[src/common/sms_pkg.sv]
package sms_pkg;

  // ----------------------------------------------------------------
  // register map
  // ----------------------------------------------------------------
  localparam logic [3:0] SMS_ADDR_DATA   = 4'h0;
  localparam logic [3:0] SMS_ADDR_CTRL   = 4'h1;
  localparam logic [3:0] SMS_ADDR_STATUS = 4'h2;
  localparam logic [3:0] SMS_ADDR_MASK   = 4'h3;

  localparam logic [7:0] SMS_DATA_RESET   = 8'h00;
  localparam logic [7:0] SMS_CTRL_RESET   = 8'h00;
  localparam logic [7:0] SMS_STATUS_RESET = 8'h00;
  localparam logic [7:0] SMS_MASK_RESET   = 8'h00;

  // field positions of the control and status registers
  localparam int SMS_CTRL_EN_BIT   = 7;
  localparam int SMS_CTRL_BUSY_BIT = 4;
  localparam int SMS_CTRL_POL_BIT   = 3;
  localparam int SMS_CTRL_PHASE_BIT = 2;
  localparam int SMS_STATUS_DONE_BIT = 0;

  // ----------------------------------------------------------------
  // shift clock rates
  // ----------------------------------------------------------------
  localparam int SMS_CORE_REF_HZ = 12_000_000;
  localparam int SMS_MAX_SCK_HZ  = 1_500_000;
  localparam logic [8:0] SMS_DIV_00 = 9'(SMS_CORE_REF_HZ / SMS_MAX_SCK_HZ);
  localparam logic [8:0] SMS_DIV_01 = 9'h010;
  localparam logic [8:0] SMS_DIV_10 = 9'h080;
  localparam logic [8:0] SMS_DIV_11 = 9'h100;

  localparam int         SMS_BITS      = 8;
  localparam logic [3:0] SMS_LAST_EDGE = 4'(2 * SMS_BITS - 1);

  // ----------------------------------------------------------------
  // types
  // ----------------------------------------------------------------
  typedef struct packed {
    logic       port_enable_bit;
    logic [1:0] spare;
    logic       busy_flag;
    logic       clock_idle_polarity;
    logic       clock_phase_select;
    logic       rate_select_high;
    logic       rate_select_low;
  } sms_ctrl_t;

  typedef struct packed {
    logic sclk_o;
    logic sclk_oe;
    logic serial_out_line_o;
    logic serial_out_line_oe;
  } sms_pins_t;

  typedef enum logic [1:0] {
    SMS_IDLE  = 2'b01,
    SMS_SHIFT = 2'b10
  } sms_state_t;

endpackage

[src/sms_spi_master_shifter.sv]
// How it works
// a data write loads the byte and shifts it out msb first
// full duplex on three lines, slave data sampled on the same clock
// received bits replace sent bits; no separate tx or rx flags
// at byte end the shift register is copied into the read buffer
// master only: shift clock is made here by dividing the core clock
// fastest rate is one eighth of the core clock
// four rates picked by a two bit field
// software sets clock idle polarity and clock phase
// an interrupt is raised after each completed byte
// rate field divides by 8, 16, 128, 256
// busy flag is high during a transfer, low after it
// with the port disabled clock and data outputs float
// writing the data register alone starts a transfer
// phase clear: capture first edge; phase set: change first edge
// eight clock cycles per byte, clock idles at its polarity level
//
// The placing of the registers and strobed register access are this design's own decisions.
`timescale 1ns/1ps

module sms_spi_master_shifter
  import sms_pkg::*;
#(
  parameter int ADDR_W = 4
) (
  input  wire logic              clock,
  input  wire logic              sys_rst,
  input  wire logic [ADDR_W-1:0] addr,
  input  wire logic [7:0]        wr_data,
  input  wire logic              wr_en,
  input  wire logic              rd_en,
  output logic      [7:0]        rd_data,
  output logic                   irq,
  input  wire logic              serial_in_line,
  output sms_pins_t              pins
);

  if (ADDR_W < 2) begin : g_addr_w_check
    $error("ADDR_W must be at least 2");
  end

  // ----------------------------------------------------------------
  // state
  // ----------------------------------------------------------------
  sms_ctrl_t   ctrl_reg;
  sms_state_t  state_reg;
  logic [7:0]  shift_reg;
  logic [7:0]  read_buf_reg;
  logic [7:0]  status_reg;
  logic [7:0]  mask_reg;
  logic [7:0]  rd_data_reg;
  logic [7:0]  div_cnt_reg;
  logic [3:0]  edge_cnt_reg;
  logic        phase_reg;
  logic        sample_reg;
  logic        serial_in_s1_reg;
  logic        serial_in_s2_reg;
  logic        out_bit_reg;

  logic        busy;
  logic        enabled;
  logic        phase_sel;
  logic [1:0]  rate_sel;
  logic [7:0]  reload;
  logic        tick;
  logic        cap_edge;
  logic        last_edge;
  logic        done;
  logic        start;
  logic [7:0]  shift_next;
  logic        sel_data;
  logic        sel_ctrl;
  logic        sel_status;
  logic        sel_mask;

  assign sel_data   = (addr == ADDR_W'(SMS_ADDR_DATA));
  assign sel_ctrl   = (addr == ADDR_W'(SMS_ADDR_CTRL));
  assign sel_status = (addr == ADDR_W'(SMS_ADDR_STATUS));
  assign sel_mask   = (addr == ADDR_W'(SMS_ADDR_MASK));

  assign busy     = (state_reg == SMS_SHIFT);
  assign enabled  = ctrl_reg.port_enable_bit;
  assign phase_sel = ctrl_reg.clock_phase_select;
  assign rate_sel = {ctrl_reg.rate_select_high, ctrl_reg.rate_select_low};

  // a write while busy is dropped so a running byte is never torn
  assign start = wr_en && sel_data && enabled && !busy;

  // ----------------------------------------------------------------
  // serial input synchroniser
  // ----------------------------------------------------------------
  always_ff @(posedge clock) begin
    if (sys_rst) begin
      serial_in_s1_reg <= 1'b0;
      serial_in_s2_reg <= 1'b0;
    end else begin
      serial_in_s1_reg <= serial_in_line;
      serial_in_s2_reg <= serial_in_s1_reg;
    end
  end

  // ----------------------------------------------------------------
  // rate divider
  // ----------------------------------------------------------------
  always_comb begin
    case (rate_sel)
      2'b00:   reload = 8'((SMS_DIV_00 >> 1) - 9'h001);
      2'b01:   reload = 8'((SMS_DIV_01 >> 1) - 9'h001);
      2'b10:   reload = 8'((SMS_DIV_10 >> 1) - 9'h001);
      2'b11:   reload = 8'((SMS_DIV_11 >> 1) - 9'h001);
      default: reload = 8'((SMS_DIV_00 >> 1) - 9'h001);
    endcase
  end

  // each tick is one shift clock edge, half a shift period apart
  assign tick = busy && (div_cnt_reg == 8'h00);

  always_ff @(posedge clock) begin
    if (sys_rst) begin
      div_cnt_reg <= 8'h00;
    end else if (start || tick) begin
      div_cnt_reg <= reload;
    end else if (busy) begin
      div_cnt_reg <= div_cnt_reg - 8'h01;
    end
  end

  // ----------------------------------------------------------------
  // edge sequencing
  // ----------------------------------------------------------------
  assign cap_edge  = (edge_cnt_reg[0] == phase_sel);
  assign last_edge = (edge_cnt_reg == SMS_LAST_EDGE);
  assign done      = tick && last_edge;

  always_comb begin
    if (cap_edge) begin
      shift_next = {shift_reg[6:0], serial_in_s2_reg};
    end else begin
      shift_next = {shift_reg[6:0], sample_reg};
    end
  end

  always_ff @(posedge clock) begin
    if (sys_rst) begin
      state_reg <= SMS_IDLE;
    end else begin
      case (state_reg)
        SMS_IDLE: begin
          if (start) begin
            state_reg <= SMS_SHIFT;
          end
        end
        SMS_SHIFT: begin
          if (!enabled || done) begin
            state_reg <= SMS_IDLE;
          end
        end
        default: state_reg <= SMS_IDLE;
      endcase
    end
  end

  always_ff @(posedge clock) begin
    if (sys_rst) begin
      edge_cnt_reg <= 4'h0;
      phase_reg    <= 1'b0;
    end else if (start || !enabled) begin
      edge_cnt_reg <= 4'h0;
      phase_reg    <= 1'b0;
    end else if (tick) begin
      edge_cnt_reg <= edge_cnt_reg + 4'h1;
      phase_reg    <= ~phase_reg;
    end
  end

  always_ff @(posedge clock) begin
    if (sys_rst) begin
      sample_reg <= 1'b0;
    end else if (tick && cap_edge) begin
      sample_reg <= serial_in_s2_reg;
    end
  end

  // the change edge that opens a phase-set byte has nothing to shift yet;
  // with phase set the final capture also performs the last shift
  always_ff @(posedge clock) begin
    if (sys_rst) begin
      shift_reg <= SMS_DATA_RESET;
    end else if (start) begin
      shift_reg <= wr_data;
    end else if (tick) begin
      if ((!cap_edge && !(phase_sel && edge_cnt_reg == 4'h0)) || (cap_edge && last_edge)) begin
        shift_reg <= shift_next;
      end
    end
  end

  // the pin has its own flip-flop so data never moves on a capture edge,
  // not even when the last phase-set capture shifts the register
  always_ff @(posedge clock) begin
    if (sys_rst) begin
      out_bit_reg <= 1'b0;
    end else if (start) begin
      out_bit_reg <= wr_data[7];
    end else if (tick && !cap_edge && !(phase_sel && edge_cnt_reg == 4'h0)) begin
      out_bit_reg <= shift_next[7];
    end
  end

  always_ff @(posedge clock) begin
    if (sys_rst) begin
      read_buf_reg <= SMS_DATA_RESET;
    end else if (done) begin
      read_buf_reg <= shift_next;
    end
  end

  // ----------------------------------------------------------------
  // pins
  // ----------------------------------------------------------------
  always_comb begin
    pins.sclk_o             = ctrl_reg.clock_idle_polarity ^ phase_reg;
    pins.sclk_oe            = enabled;
    pins.serial_out_line_o  = out_bit_reg;
    pins.serial_out_line_oe = enabled;
  end

  // ----------------------------------------------------------------
  // registers
  // ----------------------------------------------------------------
  always_ff @(posedge clock) begin
    if (sys_rst) begin
      ctrl_reg <= SMS_CTRL_RESET;
    end else if (wr_en && sel_ctrl) begin
      ctrl_reg           <= wr_data;
      ctrl_reg.busy_flag <= 1'b0;
    end
  end

  always_ff @(posedge clock) begin
    if (sys_rst) begin
      mask_reg <= SMS_MASK_RESET;
    end else if (wr_en && sel_mask) begin
      mask_reg <= wr_data;
    end
  end

  // a completion in the same cycle as the clearing read survives
  always_ff @(posedge clock) begin
    if (sys_rst) begin
      status_reg <= SMS_STATUS_RESET;
    end else if (done) begin
      status_reg[SMS_STATUS_DONE_BIT] <= 1'b1;
    end else if (rd_en && sel_status) begin
      status_reg <= SMS_STATUS_RESET;
    end
  end

  assign irq = |(status_reg & mask_reg);

  always_ff @(posedge clock) begin
    if (sys_rst) begin
      rd_data_reg <= 8'h00;
    end else if (rd_en) begin
      if (sel_data) begin
        rd_data_reg <= read_buf_reg;
      end else if (sel_ctrl) begin
        rd_data_reg <= {ctrl_reg[7:5], busy, ctrl_reg[3:0]};
      end else if (sel_status) begin
        rd_data_reg <= status_reg;
      end else if (sel_mask) begin
        rd_data_reg <= mask_reg;
      end else begin
        rd_data_reg <= 8'h00;
      end
    end else begin
      rd_data_reg <= 8'h00;
    end
  end

  assign rd_data = rd_data_reg;

  logic [4:0] toggle_cnt_reg;

  always_ff @(posedge clock) begin
    if (sys_rst || start) begin
      toggle_cnt_reg <= 5'h00;
    end else if (tick) begin
      toggle_cnt_reg <= toggle_cnt_reg + 5'h01;
    end
  end
endmodule

[config.mk]
export PLATFORM = sky130hd
export DESIGN_NAME = sms_spi_master_shifter
export DESIGN_NICKNAME = d
export VERILOG_FILES = /design/src/common/sms_pkg.sv /design/src/sms_spi_master_shifter.sv
export SDC_FILE = /design/constraint.sdc
export NUM_CORES = 1
export LEC_CHECK = 0
export ABC_AREA = 1
export BUFFER_PORTS_ARGS = -buffer_cell sky130_fd_sc_hd__buf_2
export CAP_MARGIN = 25
export CORE_MARGIN = 2
export CORE_UTILIZATION = 63
export DETAILED_ROUTE_END_ITERATION = 6
export PLACE_DENSITY = 0.88
export REMOVE_ABC_BUFFERS = 1
export SLEW_MARGIN = 25
export SYNTH_ARGS = -nofsm -noshare
export SYNTH_HDL_FRONTEND = slang
export SYNTH_SLANG_ARGS = --single-unit
export TNS_END_PERCENT = 1
[constraint.sdc]
create_clock -name clock -period 2.68 [get_ports clock]
set_input_delay 0.536 -clock clock [delete_from_list [all_inputs] [get_ports clock]]
set_output_delay 0.536 -clock clock [all_outputs]
set_load 0.02 [all_outputs]
After elaboration in Yosys (flattened, before gate mapping) --
Index checks and enable logic that the tools add are counted.
Word-level totals: register bits 58, latch bits 0, bits in writable memories 0, bits in read-only memories 0, input port bits 17, output and inout port bits 13, logic and storage cells 91, memories kept 0
Cells by class: add/sub/neg operators 2, $mul 0, divide/modulo/power cells 0, order comparisons 0, eq/ne operators 12, shifts and indexed selects 0, multiplexer cells 18, bitwise operators 4, reduce and logical (&&, ||, !) cells 36
Operators by type and width (count):
- 2-to-1 mux 8 bit | 6
- case mux 8 bit (4 select lines) | 1
- 2-to-1 mux 7 bit | 3
- logical AND 1 bit | 14
- nonzero test 2 bit | 5
- bitwise AND 1 x 8 -> 8 bit | 1
- == test 4 x 2 -> 1 bit, second input constant | 2
- logical NOT 4 bit | 2
- logical NOT 8 bit | 1
- OR reduction 8 bit | 1
- subtractor 8 x 1 -> 8 bit, second input constant | 1
- == test 2 bit, second input constant | 3
- 2-to-1 mux 1 bit | 5
- adder 4 x 1 -> 4 bit, second input constant | 1
- == test 2 x 1 -> 1 bit, second input constant | 2
- == test 4 x 1 -> 1 bit, second input constant | 1
- == test 4 bit, second input constant | 1
- logical NOT 1 bit | 4
- logical OR 1 bit | 4
- 2-to-1 mux 2 bit | 2
- case mux 2 bit (2 select lines) | 1
- AND reduction 2 bit | 2
- OR reduction 2 bit | 2
- logical NOT 2 bit | 1
- other kinds (5) | 6

Depth between registers and ports, before layout --
word-level depth 8, mapped depth 11, mapped depth without buffers 10

Worst setup path before layout --
Ideal clock, no wire load.
path type in2reg, start in addr[2], end reg shift_reg[1], library setup time 0.113 ns, arrival time 1.404 ns, required time 2.567 ns, setup slack 1.164 ns, cell stages on the path 9, buffers on the path 1, cells stage by stage inv_1 > nand2_1 > nor2_4 > nand2_4 > nand2_4 > nand2_4 > buf_6 > nor2_1 > nor2_1
Between the ends: longest elaborated chain between the ends 6, elaborated cells on any way between the ends 8, those cells by class mux (1); reduce/logical (7)
Ends and longest elaborated chain:
- from (decl) | RTL line sms_spi_master_shifter.sv:28 | input wire logic [ADDR_W-1:0] addr,
- logical NOT 4 bit * | RTL line sms_spi_master_shifter.sv:76 | assign sel_data = (addr == ADDR_W'(SMS_ADDR_DATA));
- logical AND 1 bit * (3 in a row) | RTL line sms_spi_master_shifter.sv:87 | assign start = wr_en && sel_data && enabled && !busy;
- nonzero test 2 bit (no line)
- AND reduction 2 bit (no line)
- to (signal assigned) | RTL line sms_spi_master_shifter.sv:190 | shift_reg <= wr_data;
- to (signal assigned) | RTL line sms_spi_master_shifter.sv:193 | shift_reg <= shift_next;
- to (decl) | RTL line sms_spi_master_shifter.sv:47 | logic [7:0] shift_reg;
Mark *: on every way between the ends. The rest lies on a longest branch, timed or not. A chain may end at the register's enable or synchronous reset.

Worst setup path after layout --
start reg edge_cnt_reg[0], end reg state_reg[1]
Between the ends: longest elaborated chain between the ends 5
Ends and longest elaborated chain:
- from (decl) | RTL line sms_spi_master_shifter.sv:53 | logic [3:0] edge_cnt_reg;
- from (signal assigned) | RTL line sms_spi_master_shifter.sv:171 | edge_cnt_reg <= edge_cnt_reg + 4'h1;
- == test 4 bit | RTL line sms_spi_master_shifter.sv:132 | assign last_edge = (edge_cnt_reg == SMS_LAST_EDGE);
- logical AND 1 bit | RTL line sms_spi_master_shifter.sv:133 | assign done = tick && last_edge;
- logical OR 1 bit | RTL line sms_spi_master_shifter.sv:154 | if (!enabled || done) begin
- != test 2 x 1 -> 1 bit (no line)
- AND reduction 2 bit (no line)
- to (signal assigned) | RTL line sms_spi_master_shifter.sv:145 | state_reg <= SMS_IDLE;
- to (signal assigned) | RTL line sms_spi_master_shifter.sv:155 | state_reg <= SMS_IDLE;
- to (signal assigned) | RTL line sms_spi_master_shifter.sv:158 | default: state_reg <= SMS_IDLE;
- to (decl) | RTL line sms_spi_master_shifter.sv:46 | sms_state_t state_reg;
Every way passes these cells.

==> results.sh <==
export IMPL_die_area_sq_um=5040
export IMPL_worst_path_largest_cell_delay_ps=450
export IMPL_final_core_util_pct=73.0
export IMPL_synth_cells=408
export IMPL_cts_sinks=58
export IMPL_diodes=0
export IMPL_synth_compound_area_share_pct=12.3
export IMPL_dieHeight_um=71.0
export IMPL_vias_per_cell=5.45
export IMPL_drv_cap=0
export IMPL_slew_violations=0
export IMPL_cp_max_fo=11
export IMPL_min_from="serial_in_line"
export IMPL_drc=0
export IMPL_post_cts_buffers=0
export IMPL_reg2reg_depth=8
export IMPL_io_pins=30
export IMPL_ys_ff_latch=58
export IMPL_grt_max_degree=27
export IMPL_worst_pin_slew_ps=522
export IMPL_crit_start="edge_cnt_reg[0]"
export IMPL_synth_edff_count=0
export IMPL_cts_clk_slew_worst_paths_ps=60
export IMPL_cp_num_buf_inv=2
export IMPL_postSynth_asyncResetShare_pct=0
export IMPL_cts_tree="yes"
export IMPL_r2r_start="edge_cnt_reg[0]"
export IMPL_synth_top_family_by_area="simple AND/OR/NAND/NOR gates"
export IMPL_cts_buffers=9
export IMPL_ys_flop_type="dfxtp_1"
export IMPL_chipWidth_um=71.0
export IMPL_htree_levels=3
export IMPL_min_period_ps=1760
export IMPL_track_usage_pct=27.6
export IMPL_status="complete, no violations"
export IMPL_slew_headroom_pct=65.1
export IMPL_holdPathEnd="serial_in_s1_reg"
export IMPL_avgSynthCellArea_sq_um=6.93
export IMPL_clkLatencyLatePin_ps=340
export IMPL_start_kind="flop"
export IMPL_power_leakage_uw=0.00146
export IMPL_min_path_type="input port to flop"
export IMPL_num_fill_cells=359
export IMPL_wl_per_cell_um=13.0
export IMPL_setup_violations=0
export IMPL_r2r_end="state_reg[1]"
export IMPL_yosys_area_share_simple_pct=33.2
export IMPL_crit_path_frequent_cell="nand2_1"
export IMPL_cts_root_buf="clkbuf_8"
export IMPL_clockBufferDepth=2
export IMPL_vdd_drop_max_uv=458
export IMPL_path_class="flop to flop"
export IMPL_syn_area_sq_um=2830
export IMPL_dr_total_vias=2688
export IMPL_ys_seq_area_share_pct=41.1
export IMPL_first_global_vias=2457
export IMPL_gp_congestion=0.835
export IMPL_synthMuxAreaShare_pct=0
export IMPL_cp_arrival_ps=1990
export IMPL_port_buffers=29
export IMPL_hold_buffers=0
export IMPL_drive_above_1_share_pct=15.0
export IMPL_critPathRequiredTime_ps=2910
export IMPL_post_cts_resized=0
export IMPL_finalWirelength_mm=6.43
export IMPL_drtIter0Drc=310
export IMPL_hpwlAfterDp_mm=4.57
export IMPL_core_area_sq_um=4320
export IMPL_finalHoldViolCount=0
export IMPL_synthAdderAreaFrac_pct=1.77
export IMPL_firstDrtPassIters=5
export IMPL_fmax_ghz=0.570
export IMPL_netlist_cell_type_count=30
export IMPL_antenna_found_initial=0
export IMPL_cp_slowest_cell="dfxtp_1"
export IMPL_crit_path_cell_trace="ha_1 > inv_1 > nor2_4 > nand2_1 > nand3_1 > nand2_1 > nand2_1 > inv_1"
export IMPL_rsz0062_at_grt="false"
export IMPL_p_per_area_nw_per_um2=557
export IMPL_endpoint_kind="flop"
export IMPL_r2r_slack_ps=920
export IMPL_overflow=0
export IMPL_yosys_warnings=0
export IMPL_start_util_pct=65.4
export IMPL_tns_ps=0
export IMPL_ant_nets=0
export IMPL_finClkSkew_ps=6.96
export IMPL_synth_xor_area_share_pct=1.86
export IMPL_timing_final_crit_share_pct=65.5
export IMPL_grt_pass1_wl_mm=10.8
export IMPL_cp_top_family="simple AND/OR/NAND/NOR gates"
export IMPL_rows=24
export IMPL_syn2layout_area_growth_pct=11.7
export IMPL_hold_depth=3
export IMPL_num_nets_final=457
==> stage by stage <==
step	setup slack (ps)	total power, uW	instance area, sq um	hold slack, ps	std cells
4_1_cts	946	1760	3160	394	493
6_report	925	1760	3160	399	493
3_5_place_dp	708	963	2960	399	477
3_3_place_gp	817	962	2960	395	477
2_1_floorplan	910	922	2720	388	392
5_1_grt	762	1800	3160	425	493
==> how the worst max path moves through the flow <==
stage,endpoint,slack [ps],depth (start not counted)
5_1_grt,state_reg[1],760,8
6_report,state_reg[1],920,8
2_1_floorplan,enabled,910,6
4_1_cts,state_reg[1],950,8
3_5_place_dp,mask_reg[4],710,7
3_3_place_gp,mask_reg[4],820,7
==> layout by cell type (no fill, tap or decap), drive strengths merged, types with 2 or more instances in the layout <==
cell type and count:
nor2 54, buf 33, ha 4, o21ai 25
nand2 114, clkbuf 14, nand4 4, xor2 5
clkinv 2, a21oi 41, nand3 37, inv 43
dfxtp 58
==> cells in the mapped netlist, types with 2 or more instances <==
master / number / area (sq um)
a21oi_1: 41 / 205
buf_2: 5 / 25.0
buf_4: 5 / 37.5
buf_6: 3 / 33.8
clkbuf_1: 2 / 7.51
dfxtp_1: 58 / 1160
ha_1: 4 / 50.1
inv_1: 39 / 146
inv_2: 3 / 11.3
nand2_1: 106 / 398
nand2_2: 5 / 31.3
nand2_4: 3 / 33.8
nand3_1: 36 / 180
nand4_1: 4 / 25.0
nor2_1: 48 / 180
nor2_2: 2 / 12.5
nor2_4: 4 / 45.0
o21ai_0: 24 / 120
xor2_1: 5 / 43.8
==> tightest hold or removal path, cell delays in order <==
cell and delay [ps]:
buf_2 70, inv_1 30, nor2_1 60
==> kinds of logic after synthesis <==
| group | count (synthesis) |
|---|---|
| buffers and inverters | 60 |
| AOI/OAI and AO/OA | 68 |
| and+or+nand+nor | 212 |
| adders and majority gates | 4 |
| DFF | 58 |
| xor gates and xnor gates | 6 |
==> metal layers <==
| layer | share of wire (%) | up-vias | GRT usage [%] |
|---|---|---|---|
| met5 | 0 | - | 0 |
| met4 | 3.0 | 0 | 15.3 |
| met1 | 46 | 1215 | 36.3 |
| li1 | - | 1355 | - |
| met3 | 5.6 | 20 | 4.99 |
| met2 | 46 | 98 | 43.0 |
==> power breakdown <==
part / internal [uW] / switching, uW
combinational: 22.7 / 51.9
sequential: 868 / 3.34
clock: 480 / 332
==> cell type report <==
type	instances	area [sq um]	area share, %
timing repair buffer	33	175	5.55
tap	52	65.1	2.06
multi-input combinational	290	1390	44.0
clock buffer	14	163	5.15
inverter	44	168	5.31
clock inverter	2	35.0	1.11
sequential	58	1160	36.8
Note: power is estimated with default switching activity, not from simulation.
